===== src/eic_defs.vh =====
`ifndef EIC_DEFS_VH
`define EIC_DEFS_VH
// Machine state word bit positions.
`define EIC_MSW_CE      14
`define EIC_MSW_EE      15
`define EIC_MSW_PR      17
`define EIC_MSW_ME      19
`define EIC_MSW_IR      26
`define EIC_MSW_DR      27
// Reset value of the machine state word.
`define EIC_MSW_RESET   32'h00000000
// Mask of bits a critical interrupt clears.
`define EIC_MSW_CRIT_CLR 32'h0c0ac000
// Mask of bits a noncritical interrupt clears.
`define EIC_MSW_NCRIT_CLR 32'h0c028000
// Cause indices.
`define EIC_C_CRIT_IN   4'h0
`define EIC_C_MCHECK    4'h1
`define EIC_C_WDOG      4'h2
`define EIC_C_DEBUG     4'h3
`define EIC_C_DSTORE    4'h4
`define EIC_C_ISTORE    4'h5
`define EIC_C_EXT       4'h6
`define EIC_C_ALIGN     4'h7
`define EIC_C_PROG      4'h8
`define EIC_C_SYSCALL   4'h9
`define EIC_C_PIT       4'ha
`define EIC_C_FIT       4'hb
`define EIC_C_DTLB      4'hc
`define EIC_C_ITLB      4'hd
`define EIC_NCAUSE      14
// Vector offsets.
`define EIC_V_CRIT_IN   16'h0100
`define EIC_V_MCHECK    16'h0200
`define EIC_V_DSTORE    16'h0300
`define EIC_V_ISTORE    16'h0400
`define EIC_V_EXT       16'h0500
`define EIC_V_ALIGN     16'h0600
`define EIC_V_PROG      16'h0700
`define EIC_V_SYSCALL   16'h0c00
`define EIC_V_PIT       16'h1000
`define EIC_V_FIT       16'h1010
`define EIC_V_WDOG      16'h1020
`define EIC_V_DTLB      16'h1100
`define EIC_V_ITLB      16'h1200
`define EIC_V_DEBUG     16'h2000
// Reset value of the vector base prefix.
`define EIC_VBP_RESET   16'h0000
`endif


===== src/eic_core.v =====
`timescale 1ns/10ps
`include "eic_defs.vh"
// How it works
// - Two levels, two save pairs, two returns.
// - Save state and address, load state, jump.
// - Interrupt forces privileged real mode.
// - Older retire, younger discarded on interrupt.
// - Return restores matching pair, synchronizes context.
// - Masked classes not taken while disabled.
// - Classify causes as synchronous or asynchronous.
// - Return address: fault, next, or boundary.
// - No younger instruction runs before handler.
// - Older complete; bus stores may linger.
// - Machine check alone is imprecise.
// - Imprecise point follows recognition boundary.
// - Multi/string load may leave registers written.
// - Multi/string store may leave bytes written.
// - Crossing load never writes a register.
// - Crossing store keeps base register unchanged.
// - No forbidden write; others leave no state.
// - Interrupted aligned access issues no request.
// - Issued aligned access is never interrupted.
// - Critical uses critical pair, noncritical other.
// - Handler equals vector prefix plus offset.
module eic_core (
    // Clock and reset.
    input  wire        clock_i,
    input  wire        nrst_i,
    // External interrupt pins, asynchronous to the core.
    input  wire        crit_pin_i,
    input  wire        ext_pin_i,
    input  wire        bus_err_pin_i,
    // Internal asynchronous sources.
    input  wire        wdog_i,
    input  wire        pit_i,
    input  wire        fit_i,
    input  wire        debug_i,
    // Synchronous causes raised by the instruction at the boundary.
    input  wire        dstore_i,
    input  wire        istore_i,
    input  wire        align_i,
    input  wire        prog_i,
    input  wire        syscall_i,
    input  wire        dtlb_i,
    input  wire        itlb_i,
    input  wire        sync_next_i,
    // Pipeline boundary.
    input  wire        boundary_i,
    input  wire        older_done_i,
    input  wire [31:0] cur_addr_i,
    input  wire [31:0] next_addr_i,
    // Pending memory access of the instruction at the boundary.
    input  wire        mem_pend_i,
    input  wire        mem_aligned_i,
    input  wire        mem_cross_i,
    input  wire        mem_load_i,
    input  wire        mem_update_i,
    input  wire        mem_prot_ok_i,
    // Returns from interrupt.
    input  wire        rfi_i,
    input  wire        rfci_i,
    // Software writes of the special registers.
    input  wire [31:0] spr_data_i,
    input  wire        wr_msw_i,
    input  wire        wr_vbp_i,
    input  wire        wr_nc_addr_i,
    input  wire        wr_nc_state_i,
    input  wire        wr_cr_addr_i,
    input  wire        wr_cr_state_i,
    // Control of the pipeline and fetch.
    output reg         redirect_o,
    output reg  [31:0] redirect_addr_o,
    output reg         flush_o,
    output reg         context_sync_o,
    output reg         stall_o,
    // Access control of the instruction at the boundary.
    output reg         bus_req_ok_o,
    output reg         reg_wr_ok_o,
    output reg         base_upd_ok_o,
    output reg         mem_wr_ok_o,
    // Status of the last interrupt.
    output reg  [3:0]  cause_o,
    output reg         cause_sync_o,
    output reg         cause_imprecise_o,
    output reg         taken_crit_o,
    // Architectural registers.
    output reg  [31:0] machine_state_word_o,
    output reg  [15:0] vector_base_prefix_o,
    output wire [31:0] noncritical_return_addr_save_o,
    output wire [31:0] noncritical_state_save_o,
    output wire [31:0] critical_return_addr_save_o,
    output wire [31:0] critical_state_save_o
);

    // Two-stage synchronisers for the external pins.
    reg  [2:0]  pin_meta;
    reg  [2:0]  pin_sync;
    // Machine check latched from recognition until it is taken.
    reg         mcheck_pend;
    // Core access request already presented on the local bus.
    reg         bus_issued;
    // Pending cause vector and chosen cause.
    reg  [13:0] pend;
    reg  [3:0]  sel;
    reg         sel_valid;
    wire        sel_crit;
    wire        take;
    // Saved values for the interrupt in flight.
    wire [31:0] save_addr;
    wire [31:0] new_msw;
    wire        take_nc;
    wire        take_cr;

    // Pins pass two flip-flops before any logic reads them.
    // Only the second stage feeds logic; the first may still be settling.
    always @(posedge clock_i) begin
        if (!nrst_i) begin
            pin_meta <= 3'h0;
            pin_sync <= 3'h0;
        end else begin
            pin_meta <= {bus_err_pin_i, ext_pin_i, crit_pin_i};
            pin_sync <= pin_meta;
        end
    end

    // Returns the vector offset of a cause.
    function [15:0] eic_vector;
        input [3:0] c;
        begin
            case (c)
                `EIC_C_CRIT_IN: eic_vector = `EIC_V_CRIT_IN;
                `EIC_C_MCHECK:  eic_vector = `EIC_V_MCHECK;
                `EIC_C_WDOG:    eic_vector = `EIC_V_WDOG;
                `EIC_C_DEBUG:   eic_vector = `EIC_V_DEBUG;
                `EIC_C_DSTORE:  eic_vector = `EIC_V_DSTORE;
                `EIC_C_ISTORE:  eic_vector = `EIC_V_ISTORE;
                `EIC_C_EXT:     eic_vector = `EIC_V_EXT;
                `EIC_C_ALIGN:   eic_vector = `EIC_V_ALIGN;
                `EIC_C_PROG:    eic_vector = `EIC_V_PROG;
                `EIC_C_SYSCALL: eic_vector = `EIC_V_SYSCALL;
                `EIC_C_PIT:     eic_vector = `EIC_V_PIT;
                `EIC_C_FIT:     eic_vector = `EIC_V_FIT;
                `EIC_C_DTLB:    eic_vector = `EIC_V_DTLB;
                `EIC_C_ITLB:    eic_vector = `EIC_V_ITLB;
                default:        eic_vector = `EIC_V_PROG;
            endcase
        end
    endfunction

    // Tells whether a cause arises from instruction execution.
    function eic_is_sync;
        input [3:0] c;
        begin
            eic_is_sync = (c >= `EIC_C_DSTORE) && (c != `EIC_C_EXT)
                          && (c != `EIC_C_PIT) && (c != `EIC_C_FIT);
        end
    endfunction

    // Machine check is recognized at once and held until taken, so the
    // interrupt may land several instructions after its cause.
    // A new bus error in the cycle of the take wins over the clear, so it
    // is not lost.
    always @(posedge clock_i) begin
        if (!nrst_i) begin
            mcheck_pend <= 1'b0;
        end else if (pin_sync[2]) begin
            mcheck_pend <= 1'b1;
        end else if (take && sel == `EIC_C_MCHECK) begin
            mcheck_pend <= 1'b0;
        end
    end

    // Tracks an aligned access whose bus request is already out.
    // While it is set no interrupt is taken; it drops at the boundary.
    always @(posedge clock_i) begin
        if (!nrst_i) begin
            bus_issued <= 1'b0;
        end else if (!mem_pend_i || boundary_i) begin
            bus_issued <= 1'b0;
        end else if (mem_aligned_i && !mem_cross_i && !take) begin
            bus_issued <= 1'b1;
        end
    end

    // Gathers pending causes, gating maskable ones by the state word.
    // Debug and the synchronous causes have no enable bit.
    always @* begin
        pend = 14'h0000;
        pend[`EIC_C_CRIT_IN] = pin_sync[0] & machine_state_word_o[`EIC_MSW_CE];
        pend[`EIC_C_MCHECK]  = mcheck_pend & machine_state_word_o[`EIC_MSW_ME];
        pend[`EIC_C_WDOG]    = wdog_i & machine_state_word_o[`EIC_MSW_CE];
        pend[`EIC_C_DEBUG]   = debug_i;
        pend[`EIC_C_DSTORE]  = dstore_i;
        pend[`EIC_C_ISTORE]  = istore_i;
        pend[`EIC_C_EXT]     = pin_sync[1] & machine_state_word_o[`EIC_MSW_EE];
        pend[`EIC_C_ALIGN]   = align_i;
        pend[`EIC_C_PROG]    = prog_i;
        pend[`EIC_C_SYSCALL] = syscall_i;
        pend[`EIC_C_PIT]     = pit_i & machine_state_word_o[`EIC_MSW_EE];
        pend[`EIC_C_FIT]     = fit_i & machine_state_word_o[`EIC_MSW_EE];
        pend[`EIC_C_DTLB]    = dtlb_i;
        pend[`EIC_C_ITLB]    = itlb_i;
    end

    // Picks the lowest-index pending cause; critical causes sit lowest.
    // The loop counts down so that the lowest pending index writes last.
    integer k;
    always @* begin
        sel = 4'h0;
        sel_valid = 1'b0;
        for (k = `EIC_NCAUSE - 1; k >= 0; k = k - 1) begin
            if (pend[k]) begin
                sel = k[3:0];
                sel_valid = 1'b1;
            end
        end
    end

    assign sel_crit = (sel <= `EIC_C_DEBUG);
    // Taken only at a boundary with all older instructions retired and no
    // issued aligned access in flight.
    assign take = sel_valid && boundary_i && older_done_i && !bus_issued;
    // Each level loads only its own pair, so a critical interrupt may nest
    // inside a noncritical handler without losing the first save.
    assign take_nc = take && !sel_crit;
    assign take_cr = take && sel_crit;
    // Synchronous causes that retire report the next address.
    // Asynchronous causes always report the boundary address.
    assign save_addr = (eic_is_sync(sel) && sync_next_i) ? next_addr_i : cur_addr_i;
    // New state clears relocation, problem state and the level's enables.
    assign new_msw = machine_state_word_o
                     & ~(sel_crit ? `EIC_MSW_CRIT_CLR : `EIC_MSW_NCRIT_CLR);

    // Noncritical pair.
    eic_save_pair u_nc_pair (
        .clock_i      (clock_i),
        .nrst_i       (nrst_i),
        .save_i       (take_nc),
        .save_addr_i  (save_addr),
        .save_state_i (machine_state_word_o),
        .wr_addr_i    (wr_nc_addr_i),
        .wr_state_i   (wr_nc_state_i),
        .wr_data_i    (spr_data_i),
        .addr_o       (noncritical_return_addr_save_o),
        .state_o      (noncritical_state_save_o)
    );

    // Critical pair.
    eic_save_pair u_cr_pair (
        .clock_i      (clock_i),
        .nrst_i       (nrst_i),
        .save_i       (take_cr),
        .save_addr_i  (save_addr),
        .save_state_i (machine_state_word_o),
        .wr_addr_i    (wr_cr_addr_i),
        .wr_state_i   (wr_cr_state_i),
        .wr_data_i    (spr_data_i),
        .addr_o       (critical_return_addr_save_o),
        .state_o      (critical_state_save_o)
    );

    // Machine state word and vector prefix; interrupt beats return beats write.
    always @(posedge clock_i) begin
        if (!nrst_i) begin
            machine_state_word_o <= `EIC_MSW_RESET;
            vector_base_prefix_o <= `EIC_VBP_RESET;
        end else begin
            if (take) begin
                machine_state_word_o <= new_msw;
            end else if (rfci_i) begin
                machine_state_word_o <= critical_state_save_o;
            end else if (rfi_i) begin
                machine_state_word_o <= noncritical_state_save_o;
            end else if (wr_msw_i) begin
                machine_state_word_o <= spr_data_i;
            end
            // Only the upper half is kept; the vector offset fills the rest.
            if (wr_vbp_i) begin
                vector_base_prefix_o <= spr_data_i[31:16];
            end
        end
    end

    // Redirect, flush and context sync on interrupt or return.
    // All three pulse for one cycle; the cause fields hold until the next take.
    always @(posedge clock_i) begin
        if (!nrst_i) begin
            redirect_o        <= 1'b0;
            redirect_addr_o   <= 32'h00000000;
            flush_o           <= 1'b0;
            context_sync_o    <= 1'b0;
            cause_o           <= 4'h0;
            cause_sync_o      <= 1'b0;
            cause_imprecise_o <= 1'b0;
            taken_crit_o      <= 1'b0;
        end else begin
            redirect_o     <= take | rfi_i | rfci_i;
            flush_o        <= take | rfi_i | rfci_i;
            context_sync_o <= take | rfi_i | rfci_i;
            if (take) begin
                redirect_addr_o   <= {vector_base_prefix_o, eic_vector(sel)};
                cause_o           <= sel;
                cause_sync_o      <= eic_is_sync(sel);
                cause_imprecise_o <= (sel == `EIC_C_MCHECK);
                taken_crit_o      <= sel_crit;
            end else if (rfci_i) begin
                redirect_addr_o <= critical_return_addr_save_o;
            end else if (rfi_i) begin
                redirect_addr_o <= noncritical_return_addr_save_o;
            end
        end
    end

    // Access permissions for the instruction at the boundary. Older
    // bus stores are not held back by an interrupt.
    // Like every output here they lag the deciding edge by one cycle.
    always @(posedge clock_i) begin
        if (!nrst_i) begin
            stall_o       <= 1'b0;
            bus_req_ok_o  <= 1'b0;
            reg_wr_ok_o   <= 1'b0;
            base_upd_ok_o <= 1'b0;
            mem_wr_ok_o   <= 1'b0;
        end else begin
            // Holds issue while older work drains before an interrupt.
            stall_o <= sel_valid && !(boundary_i && older_done_i);
            // An aligned access that is interrupted never reaches the bus.
            bus_req_ok_o <= mem_pend_i && !(take && mem_aligned_i && !mem_cross_i);
            // Crossing loads and update stores keep registers clean on take;
            // multi and string loads may keep partial writes.
            reg_wr_ok_o <= mem_load_i && !(take && mem_cross_i);
            base_upd_ok_o <= mem_update_i && !take;
            // Stores may leave partial bytes, never in protected storage.
            mem_wr_ok_o <= mem_pend_i && !mem_load_i && mem_prot_ok_i;
        end
    end

    // Software that keeps operands aligned or guarded never sees a restart;
    // nothing in this block enforces that.

endmodule


===== src/eic_save_pair.v =====
`timescale 1ns/10ps
// One save/restore register pair: return address and machine state.
module eic_save_pair (
    // Clock and reset.
    input  wire        clock_i,
    input  wire        nrst_i,
    // Capture and software write.
    input  wire        save_i,
    input  wire [31:0] save_addr_i,
    input  wire [31:0] save_state_i,
    input  wire        wr_addr_i,
    input  wire        wr_state_i,
    input  wire [31:0] wr_data_i,
    // Stored values.
    output reg  [31:0] addr_o,
    output reg  [31:0] state_o
);
    // The pair loads on an interrupt; software may also rewrite it.
    always @(posedge clock_i) begin
        if (!nrst_i) begin
            addr_o  <= 32'h00000000;
            state_o <= 32'h00000000;
        end else if (save_i) begin
            addr_o  <= save_addr_i;
            state_o <= save_state_i;
        end else begin
            if (wr_addr_i) begin
                addr_o <= wr_data_i;
            end
            if (wr_state_i) begin
                state_o <= wr_data_i;
            end
        end
    end
endmodule


===== config.mk =====
export PLATFORM = sky130hd
export DESIGN_NAME = eic_core
export DESIGN_NICKNAME = d
export VERILOG_FILES = /design/src/eic_core.v /design/src/eic_save_pair.v
export VERILOG_INCLUDE_DIRS = /design/src
export SDC_FILE = /design/constraint.sdc
export NUM_CORES = 1
export LEC_CHECK = 0
export BUFFER_PORTS_ARGS = -buffer_cell sky130_fd_sc_hd__buf_2
export CORE_ASPECT_RATIO = 1.75
export CORE_MARGIN = 5
export CORE_UTILIZATION = 47
export CTS_CLUSTER_SIZE = 28
export DETAILED_ROUTE_END_ITERATION = 6
export PLACE_DENSITY = 0.85
export SETUP_SLACK_MARGIN = 0.2
export SKIP_LAST_GASP = 1
export SYNTH_ARGS = -nofsm -noshare
export SYNTH_HDL_FRONTEND = slang
export SYNTH_SLANG_ARGS = --single-unit
export TNS_END_PERCENT = 5

===== constraint.sdc =====
create_clock -name clock_i -period 2.45 [get_ports clock_i]
set_input_delay 0.3675 -clock clock_i [delete_from_list [all_inputs] [get_ports clock_i]]
set_output_delay 0.3675 -clock clock_i [all_outputs]
set_load 0.05 [all_outputs]

Yosys cells after proc, flatten, opt, wreduce, memory -nomap -nowiden
Memory sizes are Yosys's and may differ from the RTL's.
Cells that the tools add are included.

cells by class
  $lt $le $gt $ge = 2
  equal/unequal tests = 4
  muxes and demuxes = 47
  bitwise logic cells = 11
  reductions and logical operators = 40

operators with widths
  cell                count
  $mux 32             16
  $mux 4              14
  $and 32x32->32      1
  $not 28->32         1
  $logic_and 1x1->1   22
  $mux 20             1
  $mux 1              16
  $reduce_bool 2->1   5
  $logic_not 1->1     9
  $ne 4x4->1 const B  2
  $and 1x1->1         6
  $eq 4x1->1 const B  1
  $ge 4x3->1 const B  1
  $le 4x2->1 const B  1
  $ne 4x3->1 const B  1
  $reduce_bool 4->1   1
  $reduce_bool 3->1   1
  $or 1x1->1          2
  $reduce_or 2->1     1
  $logic_or 1x1->1    1
  $not 1->1           1

word-level totals
  register bits = 229
  memory bits (read-only) = 128
  bits of input ports = 129
  output and inout bits = 223
  word-level logic and storage cells = 126
  memories kept = 1

memory list
  memory           depth  width  read ports  clocked after memory_dff  wr ports  line            text
  (no name shown)  16     8      1           0                         0         eic_core.v:130  case (c)

Longest topological paths before layout
Gate-level depths: netlist of the first run.

  depth after elaboration = 21
  mapped depth = 12
  depth with buffers taken out = 10

Modules after synthesis
From an unflattened synthesis of the first run, not the netlist that was laid out.

unflattened totals
  cell total of the unflattened synthesis = 1262
  area, all modules = 12786.0 µm²

modules (own cells, without submodules)
  module         instances  cells an instance  area an instance (µm²)  seq. area each (µm²)
  eic_save_pair  2          285                3529.6                  1281.2
  eic_core       1          692                5726.7                  2021.9

Worst setup path before layout of the first run
Ideal clock, no wire load.

  path kind = register -> register
  from = register machine_state_word_o[14]
  to = register u_nc_pair.addr_o[23]
  library setup time = 0.133 ns
  data arrival time = 2.768 ns
  data required time = 2.317 ns
  setup slack = -0.450 ns
  stages on the path, launching flop included = 13
  path buffers = 2
  clock period less this slack = 2.900 ns
  path through = dfxtp_1 > clkbuf_1 > o21ai_1 > nand2b_1 > a211oi_1 > a21oi_1 > inv_1 > ha_1 > a211o_1 > a31oi_4 > buf_12 > mux2i_1 > a21oi_1

between the ends
  word-level cells in the longest chain between the ends = 11
  elaborated cells between the ends (all ways) = 25
  those cells by class = order compare (2); eq/ne (3); mux (8); bitwise (2); reduce/logical (10)

RTL lines
  what                                                       line                text
  start: declaration                                         eic_core.v:87       output reg [31:0] machine_state_word_o,
  start signal: assignment                                   eic_core.v:265      machine_state_word_o <= `EIC_MSW_RESET;
  start signal: assignment                                   eic_core.v:269      machine_state_word_o <= new_msw;
  start signal: assignment                                   eic_core.v:271      machine_state_word_o <= critical_state_save_o;
  $and 1x1->1                                                eic_core.v:191      pend[`EIC_C_WDOG] = wdog_i & machine_state_word_o[`EIC_MSW_CE];
  $mux 4 (2 in series)                                       eic_core.v:212      if (pend[k]) begin
  $mux 4 (*)                                                 eic_core.v:212
  via sel[0]                                                 eic_core.v:104      reg [3:0] sel;
  $ge 4x3->1 (no line) / $ne 4x3->1 (equally long branches)  n/a
  $logic_and 1x1->1 (3 in series)                            eic_core.v:154      eic_is_sync = (c >= `EIC_C_DSTORE) && (c != `EIC_C_EXT)
  $logic_and 1x1->1                                          eic_core.v:229      assign save_addr = (eic_is_sync(sel) && sync_next_i) ? next_addr_i : cur_addr_i;
  $mux 32                                                    eic_core.v:229
  $mux 32                                                    eic_save_pair.v:23  end else if (save_i) begin
  end signal: assignment                                     eic_save_pair.v:24  addr_o <= save_addr_i;
  end signal: assignment                                     eic_save_pair.v:28  addr_o <= wr_data_i;
  end: declaration                                           eic_save_pair.v:15  output reg [31:0] addr_o,

Mark *: on every way through the listed nets, which the timed path passes. The rest lies on a longest branch.
A chain may end at the register's enable or synchronous reset.

Worst setup path after layout of the first run
  from = register machine_state_word_o[15]
  to = register u_nc_pair.addr_o[20]

between the ends
  word-level cells in the longest chain between the ends = 20
  elaborated cells between the ends (all ways) = 44
  those cells by class = order compare (2); eq/ne (3); mux (26); bitwise (3); reduce/logical (10)

RTL lines
  what                                                       line                text
  $and 1x1->1                                                eic_core.v:200      pend[`EIC_C_FIT] = fit_i & machine_state_word_o[`EIC_MSW_EE];
  $mux 4 (5 in series)                                       eic_core.v:212
  $mux 4 (*) (7 in series)                                   eic_core.v:212
  via sel[0]                                                 eic_core.v:104
  $ge 4x3->1 (no line) / $ne 4x3->1 (equally long branches)  n/a
  $logic_and 1x1->1 (3 in series)                            eic_core.v:154
  $logic_and 1x1->1                                          eic_core.v:229
  $mux 32                                                    eic_core.v:229
  $mux 32                                                    eic_save_pair.v:23

Marks and branches as above.

==> flow_metrics.py, run 1 <==
metrics = {
    "status": {
        "status": "finished, violations left",
        "violations": "setup timing",
    },
    "synth": {
        "synth_mux_area_share_pct": 20.07,
        "synth-edff-count": 0,
        "synth_xor_area_share_pct": 0,
        "syn_nets": 1417,
        "synth_common_cells": "229 x dfxtp_1, 228 x nand2_1, 198 x mux2i_1",
        "ys.warnings.count": 0,
        "synth_cell_types": 51,
        "async_reset_ff_share_pct": 0,
        "synth_top_area_share_pct": 39.67,
        "synth_top_flop_cell": "dfxtp_1",
        "ys_top_cells_by_area": "dfxtp_1 40%, mux2i_1 17%, o211a_1 9.1%",
        "synth_area_sq_um": 11560,
        "synth-adder-area-share_pct": 0.4331,
        "avgSynthCellArea_sq_um": 9.000,
        "synth_top_area_cell": "dfxtp_1",
        "synthSimpleGateAreaFrac_pct": 12.55,
        "syn-instance-count": 1284,
        "synth_compound_area_share_pct": 22.36,
        "synth_top_family_by_area": "compound AO/OA/AOI/OAI gates",
        "ys_ff_latch": 229,
        "synth-seq-area-share_pct": 39.67,
        "synth_most_common_cell": "dfxtp_1",
    },
    "timing": {
        "fin_skew_ns": 0.01194,
        "post-route-min-period_ns": 2.486,
        "layout_setup_ws_ns": -0.03576,
        "hold_ws_ns": 0.03069,
        "worst_slew_pin_slew_ns": 0.6429,
        "finalCritPeriodShare_pct": 101.5,
        "fmaxAchievable_ghz": 0.4023,
        "slew_headroom_pct": 57.14,
        "slew_viol_final": 0,
        "rsz0062_at_grt": "true",
        "tns_ns": -0.1977,
        "final-setup-viol-count": 13,
        "finalHoldViolCount": 0,
    },
    "cells_and_area": {
        "finalNetCount": 1739,
        "fin_area_sq_um": 14850,
        "drive_above_1_share_pct": 31.63,
        "areaGrowthSynthToFinish_pct": 28.48,
    },
    "worst_setup_path": {
        "cp.required_ns": 2.84,
        "end_kind": "flip-flop",
        "critPathLaunchType": "flip-flop",
        "crit_path_start": "machine_state_word_o[15]",
        "crit_buf_inv": 3,
        "r2r_start": "machine_state_word_o[15]",
        "critical_path_class": "reg2reg",
        "slowest_stage": "dfxtp_4",
        "path_cells": "nand2_2, a21oi_2, a211oi_2, a21oi_2, inv_1, ha_2, a211o_1, a31oi_4, buf_4, buf_12, mux2i_2, a21oi_1",
        "crit_path_max_incr_delay_ns": 0.41,
        "critPathTopFamily": "compound AO/OA/AOI/OAI gates",
        "crit_fanout": 8,
        "cpMostUsedCell": "a21oi_2",
        "cp.arrival_ns": 2.87,
    },
    "power_and_ir_drop": {
        "powerDensity_nw_per_um2": 725.0,
        "p_leak_uw": 0.007866,
        "total_power_uw": 10760,
        "vdd.ir_drop.worst_v": 0.0005819,
    },
    "cts": {
        "cts_tree": "done",
        "cts_hold_buffers": 0,
        "path_clk_slew_ns": 0.07,
        "clock-sinks": 229,
        "clockRootBuffer": "clkbuf_16",
        "clock_latency_ns": 0.51,
        "cts_max_level": 1,
        "numCtsBuffers": 23,
        "clockBufferDepth": 3,
    },
    "placement": {
        "dp_slack_ns": -0.2059,
        "dp_hpwl_mm": 30.69,
        "dpl_cell_area_sq_um": 13810,
        "routabilityCongestion": 0.9556,
        "io_buffers": 351,
    },
    "hold_path": {
        "holdCritStartpoint": "mem_load_i",
        "hold_path.class": "in2reg",
    },
    "floorplan": {
        "num_rows": 76,
        "io_pins": 352,
        "start_util_pct": 47.29,
        "die_h_um": 217.4,
        "fp.dieArea_sq_um": 27950,
        "core_sq_um": 24440,
        "die_w_um": 128.5,
    },
    "grt": {
        "grt_pass1_vias": 11250,
        "grt_overflow": 0,
        "grt_max_degree": 79,
        "track_usage_pct": 29.22,
        "grt_pass1_wl_mm": 64.16,
        "antenna_found_initial": 2,
    },
    "flow_run": {
        "drv_cap": 0,
    },
    "drt": {
        "avgViaCountPerCell": 5.851,
        "avgRoutedWirePerCell_um": 22.27,
        "drc_errors": 0,
        "first_pass_iters": 5,
        "ant_nets": 0,
        "vias": 11320,
        "first_iter_violations": 846,
        "drt-total-wl_mm": 43.08,
    },
}
## kinds of logic (layout without fill, tap and decap cells)
| logic type | after synthesis | count (layout) |
|---|---|---|
| compound gates | 366 | 366 |
| fa+ha+maj | 4 | 4 |
| buf+inv | 123 | 461 |
| flops | 229 | 229 |
| mux | 228 | 228 |
| other cells | 0 | 1 |
| simple gates | 334 | 334 |
## repair_timing
action / in CTS / in global routing
endpoints found under the setup margin: 78 / 101
resized for setup: 8 / 9
pin swaps: 7 / 4
gates cloned: 2 / 1
setup buffers: 6 / 3
## layout by cell type, fill, tap and decap left out, drive strengths merged, types with 16 or more instances in the layout
| cell type | n |
|---|---|
| dfxtp | 229 |
| nand2 | 229 |
| o21ai | 130 |
| o211a | 105 |
| mux2 | 30 |
| a21oi | 61 |
| nor2 | 16 |
| nor2b | 24 |
| clkbuf | 34 |
| mux2i | 198 |
| buf | 414 |
| nand3 | 33 |
| a21boi | 47 |
## state kept, by name (all words and copies together) (netlist names), 3 cells and up
name                  cells
u_cr_pair.state_o        32
pin_meta                  3
u_nc_pair.addr_o         32
u_nc_pair.state_o        32
redirect_addr_o          32
vector_base_prefix_o     16
pin_sync                  3
u_cr_pair.addr_o         32
machine_state_word_o     32
cause_o                   4
## area by class of cell
type                       count  area (sq um)
tap                          312         390.4
clock inverter                 8         121.4
sequential                   229          4593
clock buffer                  33         694.4
multi-input combinational    932          6520
fill                        2004          9592
inverter                       5         18.77
antenna                        1         2.502
timing repair buffer         415          2506
## routing by layer
layer	global-route usage [%]	up-vias	wire [um]
met5	0	-	13
met4	20.92	2	3328
met1	31.18	5455	15140
li1	-	5211	-
met3	5.588	141	2901
met2	50.66	512	21700
## path summary, 6_finish.rpt
| path | endpoint | slack [ns] | cells after the start |
|---|---|---|---|
| setup / recovery | u_nc_pair.addr_o[20] | -0.04 | 12 |
| hold / removal | mem_wr_ok_o | 0.03 | 2 |
| setup reg to reg | u_nc_pair.addr_o[20] | -0.04 | 12 |
| hold reg to reg | pin_sync[2] | 0.44 | 1 |
## where the power goes
part	total [uW]	switching (uW)	internal, uW
registers	4210	218	3990
clock network	3800	1510	2290
logic	2750	1890	863
## through the flow
| step | cells | utilization [%] |
|---|---|---|
| 2_1_floorplan | 1284 | - |
| 3_3_place_gp | 1881 | 56.50 |
| 3_5_place_dp | 1881 | 56.50 |
| 4_1_cts | 1930 | 60.39 |
| 5_1_grt | 1935 | 60.75 |
| 6_report | 1935 | 60.75 |
Note: power is estimated with default switching activity, not from simulation.
==> inputs of run 2 (changes only) <==
--- a/config.mk
+++ b/config.mk
@@ -7,7 +7,7 @@
 export NUM_CORES = 1
 export LEC_CHECK = 0
 export BUFFER_PORTS_ARGS = -buffer_cell sky130_fd_sc_hd__buf_2
-export CORE_ASPECT_RATIO = 1.75
+export CORE_ASPECT_RATIO = 0.9
 export CORE_MARGIN = 5
 export CORE_UTILIZATION = 47
 export CTS_CLUSTER_SIZE = 28
==> flow_metrics.py, run 2 (synthesized netlist as in run 1, its figures left out) <==
metrics = {
    "grt": {
        "grt_pass1_vias": 10810,
        "grt_overflow": 0,
        "grt_max_degree": 85,
        "track_usage_pct": 27.76,
        "antenna_found_initial": 4,
        "grt_pass1_wl_mm": 62.73,
    },
    "worst_setup_path": {
        "r2r_start": "machine_state_word_o[14]",
        "crit_fanout": 8,
        "crit_path_start": "machine_state_word_o[14]",
        "worstReg2RegEnd": "u_nc_pair.addr_o[14]",
        "cp.arrival_ns": 2.82,
        "end_kind": "flip-flop",
        "critical_path_class": "reg2reg",
        "cp.required_ns": 2.83,
        "regToRegSetupSlack_ns": 0.01,
        "critPathLaunchType": "flip-flop",
        "reg2reg_depth": 10,
        "cp-endpoint": "u_nc_pair.addr_o[14]",
    },
    "power_and_ir_drop": {
        "p_leak_uw": 0.007888,
        "vdd.ir_drop.worst_v": 0.0005757,
        "powerDensity_nw_per_um2": 722.3,
    },
    "floorplan": {
        "die_h_um": 158.8,
        "die_w_um": 175.3,
        "io_pins": 352,
        "fp.dieArea_sq_um": 27830,
        "start_util_pct": 47.64,
        "core_sq_um": 24260,
        "num_rows": 54,
    },
    "timing": {
        "worst_slew_pin_slew_ns": 0.6095,
        "finalCritPeriodShare_pct": 99.45,
        "fin_skew_ns": 0.009114,
        "tns_ns": 0,
        "slew_headroom_pct": 59.37,
        "post-route-min-period_ns": 2.437,
        "final-setup-viol-count": 0,
        "slew_viol_final": 0,
        "fmaxAchievable_ghz": 0.4104,
        "finalHoldViolCount": 0,
        "rsz0062_at_grt": "true",
    },
    "cts": {
        "numCtsBuffers": 24,
        "clock_latency_ns": 0.51,
        "clockRootBuffer": "clkbuf_16",
        "path_clk_slew_ns": 0.06,
        "cts_tree": "done",
        "clockBufferDepth": 3,
        "cts_max_level": 1,
        "clock-sinks": 229,
    },
    "drt": {
        "first_pass_iters": 5,
        "ant_nets": 0,
        "first_iter_violations": 1031,
        "avgRoutedWirePerCell_um": 21.32,
        "avgViaCountPerCell": 5.855,
        "drc_errors": 0,
        "drt-total-wl_mm": 41.32,
        "vias": 11350,
    },
    "cells_and_area": {
        "final_common_cell": "buf_2",
        "drive_above_1_share_pct": 31.63,
        "utilization_pct": 61.20,
        "final_cell_mix": "348 x buf_2, 226 x dfxtp_1, 224 x nand2_1",
        "areaGrowthSynthToFinish_pct": 28.46,
        "finalNetCount": 1743,
    },
    "flow_run": {
        "drv_cap": 0,
    },
    "status": {
        "status": "complete, no violations",
    },
    "placement": {
        "dp_hpwl_mm": 28.87,
        "io_buffers": 351,
        "routabilityCongestion": 0.9373,
    },
    "hold_path": {
        "hold_path.class": "in2reg",
    },
}
[run 2: cell count changes in the layout (fill, tap and decap cells not counted), moves of 2 or more]
cell / delta
buf_4: +4
clkinv_2: +3
bufinv_16: -2
mux2i_2: -2
mux2i_1: +3
[run 2: worst min path at each step]
stage | start | to | slack [ns] | depth (start not counted)
after detailed placement | pin_meta[2] | pin_sync[2] | 0.42 | 1
after global routing | mem_load_i | mem_wr_ok_o | 0.05 | 2
after global placement | pin_meta[2] | pin_sync[2] | 0.41 | 1
after floorplan | pin_meta[0] | pin_sync[0] | 0.41 | 1
after CTS | mem_load_i | mem_wr_ok_o | 0.02 | 2
final | mem_load_i | mem_wr_ok_o | 0.04 | 2
[run 2: timing repair]
action | in CTS | in global routing
hold buffers | 0 | 0
cloned | 2 | 0
buffers inserted | 8 | 4
gates resized for setup | 8 | 7
pin swaps | 7 | 4
setup endpoints to repair | 39 | 89
[run 2: final cells by class]
type                       instances  area, sq um
clock inverter                     7        60.06
clock buffer                      37        762.0
antenna                            2        5.005
sequential                       229         4596
timing repair buffer             418         2519
multi-input combinational        932         6500
fill                            2012         9410
inverter                           5        18.77
tap                              308        385.4
[run 2: per-layer routing]
layer / vias to the layer above / part of all wire (%) / GRT usage, %
met5: - / 0.034 / 0
met4: 4 / 3.6 / 9.104
met3: 115 / 9.2 / 5.896
met2: 617 / 46 / 44.30
met1: 5374 / 42 / 37.59
li1: 5237 / - / -
[run 2: through the flow]
step                std cells  cell area [sq um]  setup slack, ns  hold slack, ns  power, uW
CTS                      1932              14780          0.06532         0.01972      10750
global placement         1878              13780         -0.08381          0.4132       6888
detailed placement       1878              13780          -0.1671          0.4211       6945
floorplan                1284              11590         -0.04400          0.4119       6131
finish                   1938              14850          0.01339         0.04140      10720
global route             1938              14850         -0.06487         0.04557      11130
[run 2: where the power goes]
part           leakage, uW  internal [uW]  switching (uW)  total [uW]
combinational      0.00558            864            1880        2740
clock             0.000413           2240            1530        3770
sequential         0.00189           3990             215        4210
total              0.00789           7100            3620       10700
[run 2: worst max-delay path, cell delays in order, from the launching register on]
cell     delay, ns
dfxtp_4       0.39
a21oi_1       0.36
a31oi_4       0.17
ha_2          0.22
a211o_1       0.32
a31oi_4       0.17
buf_12        0.15
buf_12        0.11
buf_16        0.13
mux2i_2       0.20
a21oi_1       0.08
